===== config.mk =====
export PLATFORM = sky130hd
export DESIGN_NAME = motion_led_burst_config_regs
export DESIGN_NICKNAME = d
export VERILOG_FILES = /design/src/hdl/motion_regs_pkg.sv /design/src/hdl/motion_led_burst_config_regs.sv /design/src/hdl/pin_sync.sv
export SDC_FILE = /design/constraint.sdc
export NUM_CORES = 1
export LEC_CHECK = 0
export BUFFER_PORTS_ARGS = -buffer_cell sky130_fd_sc_hd__buf_2
export CORE_ASPECT_RATIO = 1.75
export CORE_MARGIN = 5
export CORE_UTILIZATION = 30
export CTS_CLUSTER_DIAMETER = 150
export DETAILED_ROUTE_END_ITERATION = 12
export SETUP_SLACK_MARGIN = 0.4
export SYNTH_ARGS = -nofsm -noshare
export SYNTH_HDL_FRONTEND = slang
export SYNTH_SLANG_ARGS = --single-unit
export TNS_END_PERCENT = 100

===== constraint.sdc =====
create_clock -name i_clk -period 3.5 [get_ports i_clk]
set_clock_uncertainty 0.15 [all_clocks]
set_input_delay 0.175 -clock i_clk [delete_from_list [all_inputs] [get_ports i_clk]]
set_output_delay 0.175 -clock i_clk [all_outputs]
set_load 0.005 [all_outputs]

===== src/hdl/motion_regs_pkg.sv =====
`default_nettype none
package motion_regs_pkg;
    // ====================================================================
    // Register map
    localparam logic [6:0] REV_ID_ADDR        = 7'h01;
    localparam logic [6:0] MOTION_STATUS_ADDR = 7'h02;
    localparam logic [6:0] DELTA_X_ADDR       = 7'h03;
    localparam logic [6:0] DELTA_Y_ADDR       = 7'h04;
    localparam logic [6:0] INV_REV_ADDR       = 7'h3f;
    localparam logic [6:0] LED_DRIVE_ADDR     = 7'h40;
    localparam logic [6:0] MOTION_CFG_ADDR    = 7'h41;
    localparam logic [6:0] BURST_START_ADDR   = 7'h42;
    localparam logic [6:0] AUTO_LED_ADDR      = 7'h43;
    localparam logic [6:0] BURST_ADDR         = 7'h63;
    // ====================================================================
    // Field positions
    localparam int LAMP_OFF_BIT    = 3;
    localparam int CUR_SEL_LSB     = 0;
    localparam int AUTO_DIS_BIT    = 0;
    localparam int EDGE_SEL_BIT    = 6;
    localparam int POLARITY_BIT    = 7;
    localparam int STATUS_MOT_BIT  = 7;
    // ====================================================================
    // Reset values and masks
    localparam logic [7:0] LED_DRIVE_RESET   = 8'h00;
    localparam logic [7:0] LED_DRIVE_MASK    = 8'h0b;
    localparam logic [7:0] MOTION_CFG_RESET  = 8'h40;
    localparam logic [7:0] MOTION_CFG_MASK   = 8'hc0;
    localparam logic [7:0] BURST_START_RESET = 8'h03;
    localparam logic [7:0] AUTO_LED_RESET    = 8'h08;
    localparam logic [7:0] AUTO_LED_MASK     = 8'h0f;
    // ====================================================================
    // Current codes
    localparam logic [1:0] CUR_20MA = 2'h0;
    localparam logic [1:0] CUR_15MA = 2'h1;
    localparam logic [1:0] CUR_36MA = 2'h2;
    localparam logic [1:0] CUR_30MA = 2'h3;
    // ====================================================================
    // Timing
    localparam int CLK_PERIOD_NS   = 8;
    localparam int PULSE_TIME_US   = 230;
    localparam int PULSE_CYCLES    = (PULSE_TIME_US * 1000) / CLK_PERIOD_NS;
    typedef enum logic [2:0] {
        SP_IDLE = 3'b001,
        SP_ADDR = 3'b010,
        SP_DATA = 3'b100
    } spi_state_e;
endpackage
`default_nettype wire


===== src/hdl/motion_led_burst_config_regs.sv =====
`timescale 1ns/1ps
`default_nettype none
module motion_led_burst_config_regs #(
    parameter logic [7:0] REVISION     = 8'h5a, // Arbitrary value
    parameter int         PULSE_LENGTH = motion_regs_pkg::PULSE_CYCLES
) (
    input  wire logic       i_clk,
    input  wire logic       i_reset,
    input  wire logic       i_chip_select_n,
    input  wire logic       i_sclk,
    input  wire logic       i_mosi,
    input  wire logic       i_motion_event,
    input  wire logic [7:0] i_delta_x,
    input  wire logic [7:0] i_delta_y,
    output logic            o_miso,
    output logic            o_miso_oe,
    output logic            o_motion,
    output logic            o_led_on,
    output logic [1:0]      o_led_current,
    output logic            o_auto_current
);
    // ====================================================================
    // Pin synchronisation
    logic [2:0] pins;
    pin_sync #(.WIDTH(3)) u_sync (
        .i_clk   (i_clk),
        .i_reset (i_reset),
        .i_async ({i_chip_select_n, i_sclk, i_mosi}),
        .o_sync  (pins)
    );
    logic cs_n, sclk, mosi, sclk_d;
    assign cs_n = pins[2];
    assign sclk = pins[1];
    assign mosi = pins[0];

    // ====================================================================
    // SCLK edges
    // Each SCLK phase must last over one clock or an edge is lost
    logic rise, fall;
    assign rise = sclk & ~sclk_d;
    assign fall = ~sclk & sclk_d;

    // ====================================================================
    // Registers
    logic [7:0] led_drive_control, next_led_drive_control;
    logic [7:0] motion_output_config, next_motion_output_config;
    logic [7:0] burst_start_address, next_burst_start_address;
    logic [7:0] auto_led, next_auto_led;
    logic [7:0] dx, next_dx;
    logic [7:0] dy, next_dy;
    logic       pending, next_pending;
    logic       x_read, next_x_read;

    // ====================================================================
    // Serial port
    motion_regs_pkg::spi_state_e state, next_state;
    logic [2:0] bit_cnt, next_bit_cnt;
    logic [7:0] shreg, next_shreg;
    logic [6:0] addr, next_addr;
    logic       wr, next_wr;
    logic       burst, next_burst;
    logic [7:0] txreg, next_txreg;
    logic       miso, next_miso;
    logic       miso_oe, next_miso_oe;

    // ====================================================================
    // Read decode
    // Read data is latched on the eighth rise so the first fall drives bit 7
    function automatic logic [7:0] read_reg(input logic [6:0] a);
        unique case (a)
            motion_regs_pkg::REV_ID_ADDR:        read_reg = REVISION;
            motion_regs_pkg::INV_REV_ADDR:       read_reg = ~REVISION;
            motion_regs_pkg::MOTION_STATUS_ADDR: read_reg = {pending, 7'h00};
            motion_regs_pkg::DELTA_X_ADDR:       read_reg = dx;
            motion_regs_pkg::DELTA_Y_ADDR:       read_reg = dy;
            motion_regs_pkg::LED_DRIVE_ADDR:     read_reg = led_drive_control;
            motion_regs_pkg::MOTION_CFG_ADDR:    read_reg = motion_output_config;
            motion_regs_pkg::BURST_START_ADDR:   read_reg = burst_start_address;
            motion_regs_pkg::AUTO_LED_ADDR:      read_reg = auto_led;
            default:                             read_reg = 8'h00;
        endcase
    endfunction

    logic       rd_strobe;
    logic [6:0] rd_addr;

    always_comb begin
        next_state   = state;
        next_bit_cnt = bit_cnt;
        next_shreg   = shreg;
        next_addr    = addr;
        next_wr      = wr;
        next_burst   = burst;
        next_txreg   = txreg;
        next_miso    = miso;
        next_miso_oe = miso_oe;
        next_led_drive_control    = led_drive_control;
        next_motion_output_config = motion_output_config;
        next_burst_start_address  = burst_start_address;
        next_auto_led             = auto_led;
        rd_strobe = 1'b0;
        rd_addr   = addr;
        if (cs_n) begin
            // Deselect ends any burst; start address survives for reuse
            next_state   = motion_regs_pkg::SP_IDLE;
            next_bit_cnt = 3'h0;
            next_miso_oe = 1'b0;
            next_burst   = 1'b0;
        end else begin
            next_miso_oe = 1'b1;
            if (fall) begin
                next_miso  = txreg[7];
                next_txreg = {txreg[6:0], 1'b0};
            end
            if (rise) begin
                next_shreg   = {shreg[6:0], mosi};
                next_bit_cnt = bit_cnt + 3'h1;
                if (bit_cnt == 3'h7) begin
                    unique case (state)
                        motion_regs_pkg::SP_IDLE,
                        motion_regs_pkg::SP_ADDR: begin
                            next_wr   = shreg[6];
                            next_addr = {shreg[5:0], mosi};
                            next_state = motion_regs_pkg::SP_DATA;
                            if (!shreg[6]) begin
                                if ({shreg[5:0], mosi} == motion_regs_pkg::BURST_ADDR) begin
                                    next_burst = 1'b1;
                                    rd_addr    = burst_start_address[6:0];
                                    next_addr  = burst_start_address[6:0];
                                end else begin
                                    rd_addr = {shreg[5:0], mosi};
                                end
                                rd_strobe  = 1'b1;
                                next_txreg = read_reg(rd_addr);
                            end
                        end
                        motion_regs_pkg::SP_DATA: begin
                            if (wr) begin
                                next_state = motion_regs_pkg::SP_ADDR;
                                unique case (addr)
                                    motion_regs_pkg::LED_DRIVE_ADDR:
                                        next_led_drive_control =
                                            {shreg[6:0], mosi} & motion_regs_pkg::LED_DRIVE_MASK;
                                    motion_regs_pkg::MOTION_CFG_ADDR:
                                        next_motion_output_config =
                                            {shreg[6:0], mosi} & motion_regs_pkg::MOTION_CFG_MASK;
                                    motion_regs_pkg::BURST_START_ADDR:
                                        next_burst_start_address = {shreg[6:0], mosi};
                                    motion_regs_pkg::AUTO_LED_ADDR:
                                        next_auto_led = {shreg[6:0], mosi} & motion_regs_pkg::AUTO_LED_MASK;
                                    default: ;
                                endcase
                            end else if (burst) begin
                                // Burst steps up to delta Y then keeps reading it; a start above delta Y keeps reading the start register
                                if (addr < motion_regs_pkg::DELTA_Y_ADDR) begin
                                    next_addr = addr + 7'h01;
                                end
                                rd_addr    = (addr < motion_regs_pkg::DELTA_Y_ADDR) ? addr + 7'h01 : addr;
                                rd_strobe  = 1'b1;
                                next_txreg = read_reg(rd_addr);
                            end else begin
                                next_state = motion_regs_pkg::SP_ADDR;
                            end
                        end
                        default: next_state = motion_regs_pkg::SP_IDLE;
                    endcase
                end
            end
        end
    end

    // ====================================================================
    // Motion data and output
    logic [17:0] pulse_cnt, next_pulse_cnt;
    logic        motion, next_motion;
    logic        edge_mode, active_high;
    assign edge_mode   = motion_output_config[motion_regs_pkg::EDGE_SEL_BIT];
    assign active_high = motion_output_config[motion_regs_pkg::POLARITY_BIT];

    always_comb begin
        next_dx        = dx;
        next_dy        = dy;
        next_pending   = pending;
        next_x_read    = x_read;
        next_pulse_cnt = pulse_cnt;
        // Reading Y after X completes the read-out
        if (rd_strobe && rd_addr == motion_regs_pkg::DELTA_X_ADDR) begin
            next_x_read = 1'b1;
        end
        if (rd_strobe && rd_addr == motion_regs_pkg::DELTA_Y_ADDR && x_read) begin
            next_dx      = 8'h00;
            next_dy      = 8'h00;
            next_pending = 1'b0;
            next_x_read  = 1'b0;
        end
        // New motion wins over a clear in the same cycle
        // Pulse restarts on each event, so close events stretch it
        if (i_motion_event) begin
            next_dx      = i_delta_x;
            next_dy      = i_delta_y;
            next_pending = 1'b1;
            next_x_read  = 1'b0;
            next_pulse_cnt = 18'(PULSE_LENGTH);
        end else if (pulse_cnt != 18'h0) begin
            next_pulse_cnt = pulse_cnt - 18'h1;
        end
        if (edge_mode) begin
            next_motion = (pulse_cnt != 18'h0) ? active_high : ~active_high;
        end else begin
            next_motion = pending ? active_high : ~active_high;
        end
    end

    // ====================================================================
    // LED drive
    logic       next_led_on, next_auto;
    logic [1:0] next_current;

    always_comb begin
        next_led_on  = ~led_drive_control[motion_regs_pkg::LAMP_OFF_BIT];
        next_auto    = ~auto_led[motion_regs_pkg::AUTO_DIS_BIT];
        // Auto mode shows the 30 mA code; fixed field only when auto is off
        next_current = next_auto ? motion_regs_pkg::CUR_30MA
                                 : led_drive_control[motion_regs_pkg::CUR_SEL_LSB +: 2];
    end

    // ====================================================================
    // State registers
    always_ff @(posedge i_clk) begin
        if (i_reset) begin
            state   <= motion_regs_pkg::SP_IDLE;
            bit_cnt <= 3'h0;
            shreg   <= 8'h00;
            addr    <= 7'h00;
            wr      <= 1'b0;
            burst   <= 1'b0;
            txreg   <= 8'h00;
            miso    <= 1'b0;
            miso_oe <= 1'b0;
            sclk_d  <= 1'b1;
            led_drive_control    <= motion_regs_pkg::LED_DRIVE_RESET;
            motion_output_config <= motion_regs_pkg::MOTION_CFG_RESET;
            burst_start_address  <= motion_regs_pkg::BURST_START_RESET;
            auto_led             <= motion_regs_pkg::AUTO_LED_RESET;
            dx        <= 8'h00;
            dy        <= 8'h00;
            pending   <= 1'b0;
            x_read    <= 1'b0;
            pulse_cnt <= 18'h0;
            motion    <= 1'b1;
            o_led_on       <= 1'b1;
            o_led_current  <= motion_regs_pkg::CUR_30MA;
            o_auto_current <= 1'b1;
        end else begin
            state   <= next_state;
            bit_cnt <= next_bit_cnt;
            shreg   <= next_shreg;
            addr    <= next_addr;
            wr      <= next_wr;
            burst   <= next_burst;
            txreg   <= next_txreg;
            miso    <= next_miso;
            miso_oe <= next_miso_oe;
            sclk_d  <= sclk;
            led_drive_control    <= next_led_drive_control;
            motion_output_config <= next_motion_output_config;
            burst_start_address  <= next_burst_start_address;
            auto_led             <= next_auto_led;
            dx        <= next_dx;
            dy        <= next_dy;
            pending   <= next_pending;
            x_read    <= next_x_read;
            pulse_cnt <= next_pulse_cnt;
            motion    <= next_motion;
            o_led_on       <= next_led_on;
            o_led_current  <= next_current;
            o_auto_current <= next_auto;
        end
    end

    // ====================================================================
    // Outputs
    assign o_miso    = miso;
    assign o_miso_oe = miso_oe;
    assign o_motion  = motion;
endmodule
`default_nettype wire


===== src/hdl/pin_sync.sv =====
`timescale 1ns/1ps
`default_nettype none
module pin_sync #(
    parameter int WIDTH = 1
) (
    input  wire logic             i_clk,
    input  wire logic             i_reset,
    input  wire logic [WIDTH-1:0] i_async,
    output logic      [WIDTH-1:0] o_sync
);
    logic [WIDTH-1:0] stage1;
    always_ff @(posedge i_clk) begin
        if (i_reset) begin
            stage1 <= '1;
            o_sync <= '1;
        end else begin
            stage1 <= i_async;
            o_sync <= stage1;
        end
    end
endmodule
`default_nettype wire


==> summary.txt <==
Cells and area
  • Total Nets Final: 714
  • Area growth from synthesis to layout: 16.6%
  • Share of layout cells above drive strength 1: 13.6%
  • Core Util, Final: 35.5%
  • Number of diodes: 0

Hold path
  • Cell count of the worst hold path: 2
  • Hold_sp: i_reset
  • Tightest Hold Check Type: in2reg

Critical path
  • Cell count of the worst reg-to-reg path: 6
  • Endpoint class of the critical path: flip-flop
  • CP required: 3.60 ns
  • Critical path cell sequence: nand4bb_1 > o41ai_2 > and4b_1 > o31ai_2 > a21o_1 > a2111oi_2
  • CP max stage delay: 0.64 ns
  • Crit Path Category: reg2reg
  • Worst path slowest cell: o41ai_2
  • CP Max Fanout: 10
  • Startpoint types: flip-flop
  • R2R Path Start: u_sync.o_sync[0]
  • Crit path from: u_sync.o_sync[0]
  • Crit path arrival time: 3.13 ns

Detailed routing
  • Detailed Route WL: 16.2 mm
  • DR pass1 iterations: 6
  • Via density: 5.45
  • Iter 0 DRT Violations: 393
  • Via count: 5,013
  • Drt drc: 0
  • Routed Antenna Nets: 0
  • WL/cell: 17.6 µm

Global routing
  • First-pass GRT wire length: 26.4 mm
  • Vias in the first global route: 5,150
  • Initial antenna violation count: 0
  • Total grt overflow: 0
  • GRT Util Overall: 15.8%
  • Largest net degree at the start of global routing: 61

Die
  • Core area: 17,500 µm²
  • Starting density of the core: 30.5%
  • Number of I/O pins: 29
  • Die Wd: 111 µm
  • Height of the die: 186 µm
  • FP Rows: 64
  • Die footprint: 20,700 µm²

Timing
  • Fin Setup TNS: 0 ns
  • Final number of setup-violating endpoints: 0
  • Max-slew headroom: 52.0%
  • Final Max Tran Viols: 0
  • Fin crit share: 86.5%
  • Final Hold Viols: 0
  • Unrepaired setup endpoints after global routing: no
  • Slew @ Worst Pin: 0.719 ns
  • Min cycle time layout: 3.03 ns
  • Setup WS post-layout: 0.472 ns
  • FMAX: 330 MHz

Logic synthesis
  • Sequential cell area fraction in the yosys report: 36.4%
  • Synth unique cells: 78
  • Asr flop ratio synth: 0%
  • EDFF count, synth: 0
  • Post-Synthesis Cells: 651
  • Synthesis Warnings: 0
  • Syn avg cell area: 8.20 µm²
  • FF+latch count, synth: 97
  • Primary FF master, synth: dfxtp_1
  • Mapped Area: 5340 µm²
  • Syn Nets: 680

Clock network
  • Clock transition at the registers of the reported paths: 0.07 ns
  • Root buffer cell: clkbuf_16
  • Clock Latency Late Sink: 0.36 ns
  • CTS tree: done
  • Sink Count: 97
  • Longest Clk Path Bufs: 2
  • CTS H-tree lvls: 3
  • Setup repair bufs after CTS: 0
  • CTS buffer count: 9

Place
  • Dpl ws: 0.541 ns
  • RePlAce Congestion: 0.910
  • Post-DP HPWL: 12.1 mm
  • PortBufs: 28

Job
  • Max cap viols: 0

Status
  • Status: complete, no violations

Pwr
  • Leakage power: 0.00230 µW
  • Peak supply drop: 0.000250 V
  • PD cells: 391 nW/µm²
-- report_power, final --
| part | total [µW] | switching [µW] | internal, µW | leakage, µW |
|---|---|---|---|---|
| sequential | 1160 | 28.0 | 1130 | 0.000790 |
| combinational | 177 | 92.8 | 84.2 | 0.00135 |
| clock | 1100 | 435 | 663 | 0.000158 |
-- registers in the layout, summed over array words and instances (netlist names), 2 cells and up --
register              count
o_led_current             2
pulse_cnt                18
shreg                     7
addr                      7
motion_output_config      2
u_sync.o_sync             3
auto_led                  4
dx                        8
burst_start_address       8
dy                        8
u_sync.stage1             3
bit_cnt                   3
led_drive_control         3
txreg                     8
state                     3
-- placed cells by master (no fill, tap or decap), types with 7 or more instances in the layout --
cell type      count
a221o_1            7
buf_4             12
inv_1             19
ha_1               7
o21ai_0           17
nand2b_1           8
a31oi_1           13
buf_2             28
nor3_1            14
nor2_1            82
dfxtp_1           97
xnor2_1            8
a211o_1            7
nand3_1           26
nand2_1           73
a22oi_1            9
clkbuf_16          9
or2_2             12
a21oi_1           68
nor2b_1            8
mux2i_1           22
dlygate4sd3_1     19
-- layer usage --
| layer | global-route usage, % | up-vias | routed length (µm) |
|---|---|---|---|
| met3 | 2.17 | 62 | 434 |
| li1 | - | 2424 | - |
| met5 | 0 | - | 0 |
| met4 | 12.5 | 0 | 1200 |
| met2 | 28.5 | 144 | 8480 |
| met1 | 16.1 | 2383 | 6120 |
-- path summary, 6_finish.rpt --
kind	end	slack, ns
min	o_miso	0.06
max	txreg[4]	0.47
max reg2reg	txreg[4]	0.47
min reg2reg	u_sync.o_sync[1]	0.27
-- stage by stage --
step | total power (µW) | cells | instance area, µm² | hold WS (ns)
final | 2440 | 920 | 6230 | 0.0642
after global routing | 2530 | 920 | 6230 | 0.0753
after CTS | 2460 | 920 | 6220 | 0.0582
after detailed placement | 1350 | 886 | 5700 | 0.213
after global placement | 1340 | 886 | 5700 | 0.208
after floorplan | 1300 | 651 | 5340 | 0.129
-- cell usage after synthesis, types with 4 or more instances --
master	n	area share, %
nand2_1	73	5.1
a211oi_1	6	0.84
nor2_1	82	5.8
a31oi_1	13	1.5
a22oi_1	9	1.3
dfxtp_1	97	36
a211o_1	7	1.1
mux2i_1	22	4.1
nor2b_1	8	0.94
o21ai_0	17	1.6
inv_1	19	1.3
or2_2	12	1.4
and2_1	4	0.47
xor2_1	6	0.98
or3_1	6	0.70
buf_2	11	1.0
a32oi_1	4	0.66
clkbuf_1	18	1.3
nor3_1	14	1.3
nand3_1	26	2.4
xnor2_1	8	1.3
nand4_1	4	0.47
a2111oi_2	4	1.1
a221o_1	7	1.3
ha_1	7	1.6
nand2b_1	8	0.94
nor3b_1	4	0.56
a21oi_1	68	6.4
-- worst max-delay path: cells and delay by family (launching register included) --
family | cells | cell delay [ns]
compound gates | 4 | 1.38
simple gates | 2 | 0.84
flops | 1 | 0.56
-- what timing repair did --
item,CTS,global route
hold buffers,19,0
gates resized for setup,0,1
hold endpoints to repair,19,0
endpoints found under the setup margin,0,13
-- final cells by class --
cell class                      instances  area, µm²
Sequential cell                        97       1940
Clock buffer                           11        253
Timing Repair Buffer                   60        440
Fill cell                            1813      11300
Inverter                               19       71.3
Tap cell                              231        289
Multi-Input combinational cell        498       3160
Clock inverter                          4       76.3
-- kinds of logic after synthesis --
| logic type | share of synthesized area [%] |
|---|---|
| AND/OR/NAND/NOR | 27.1 |
| AO/OA/AOI/OAI | 23.3 |
| flip-flops | 36.4 |
| buffers and inverters | 4.71 |
| multiplexers | 4.55 |
| XOR/XNOR | 2.30 |
| adder cells (fa/ha/maj) | 1.64 |
Note: power is estimated with default switching activity, not from simulation.
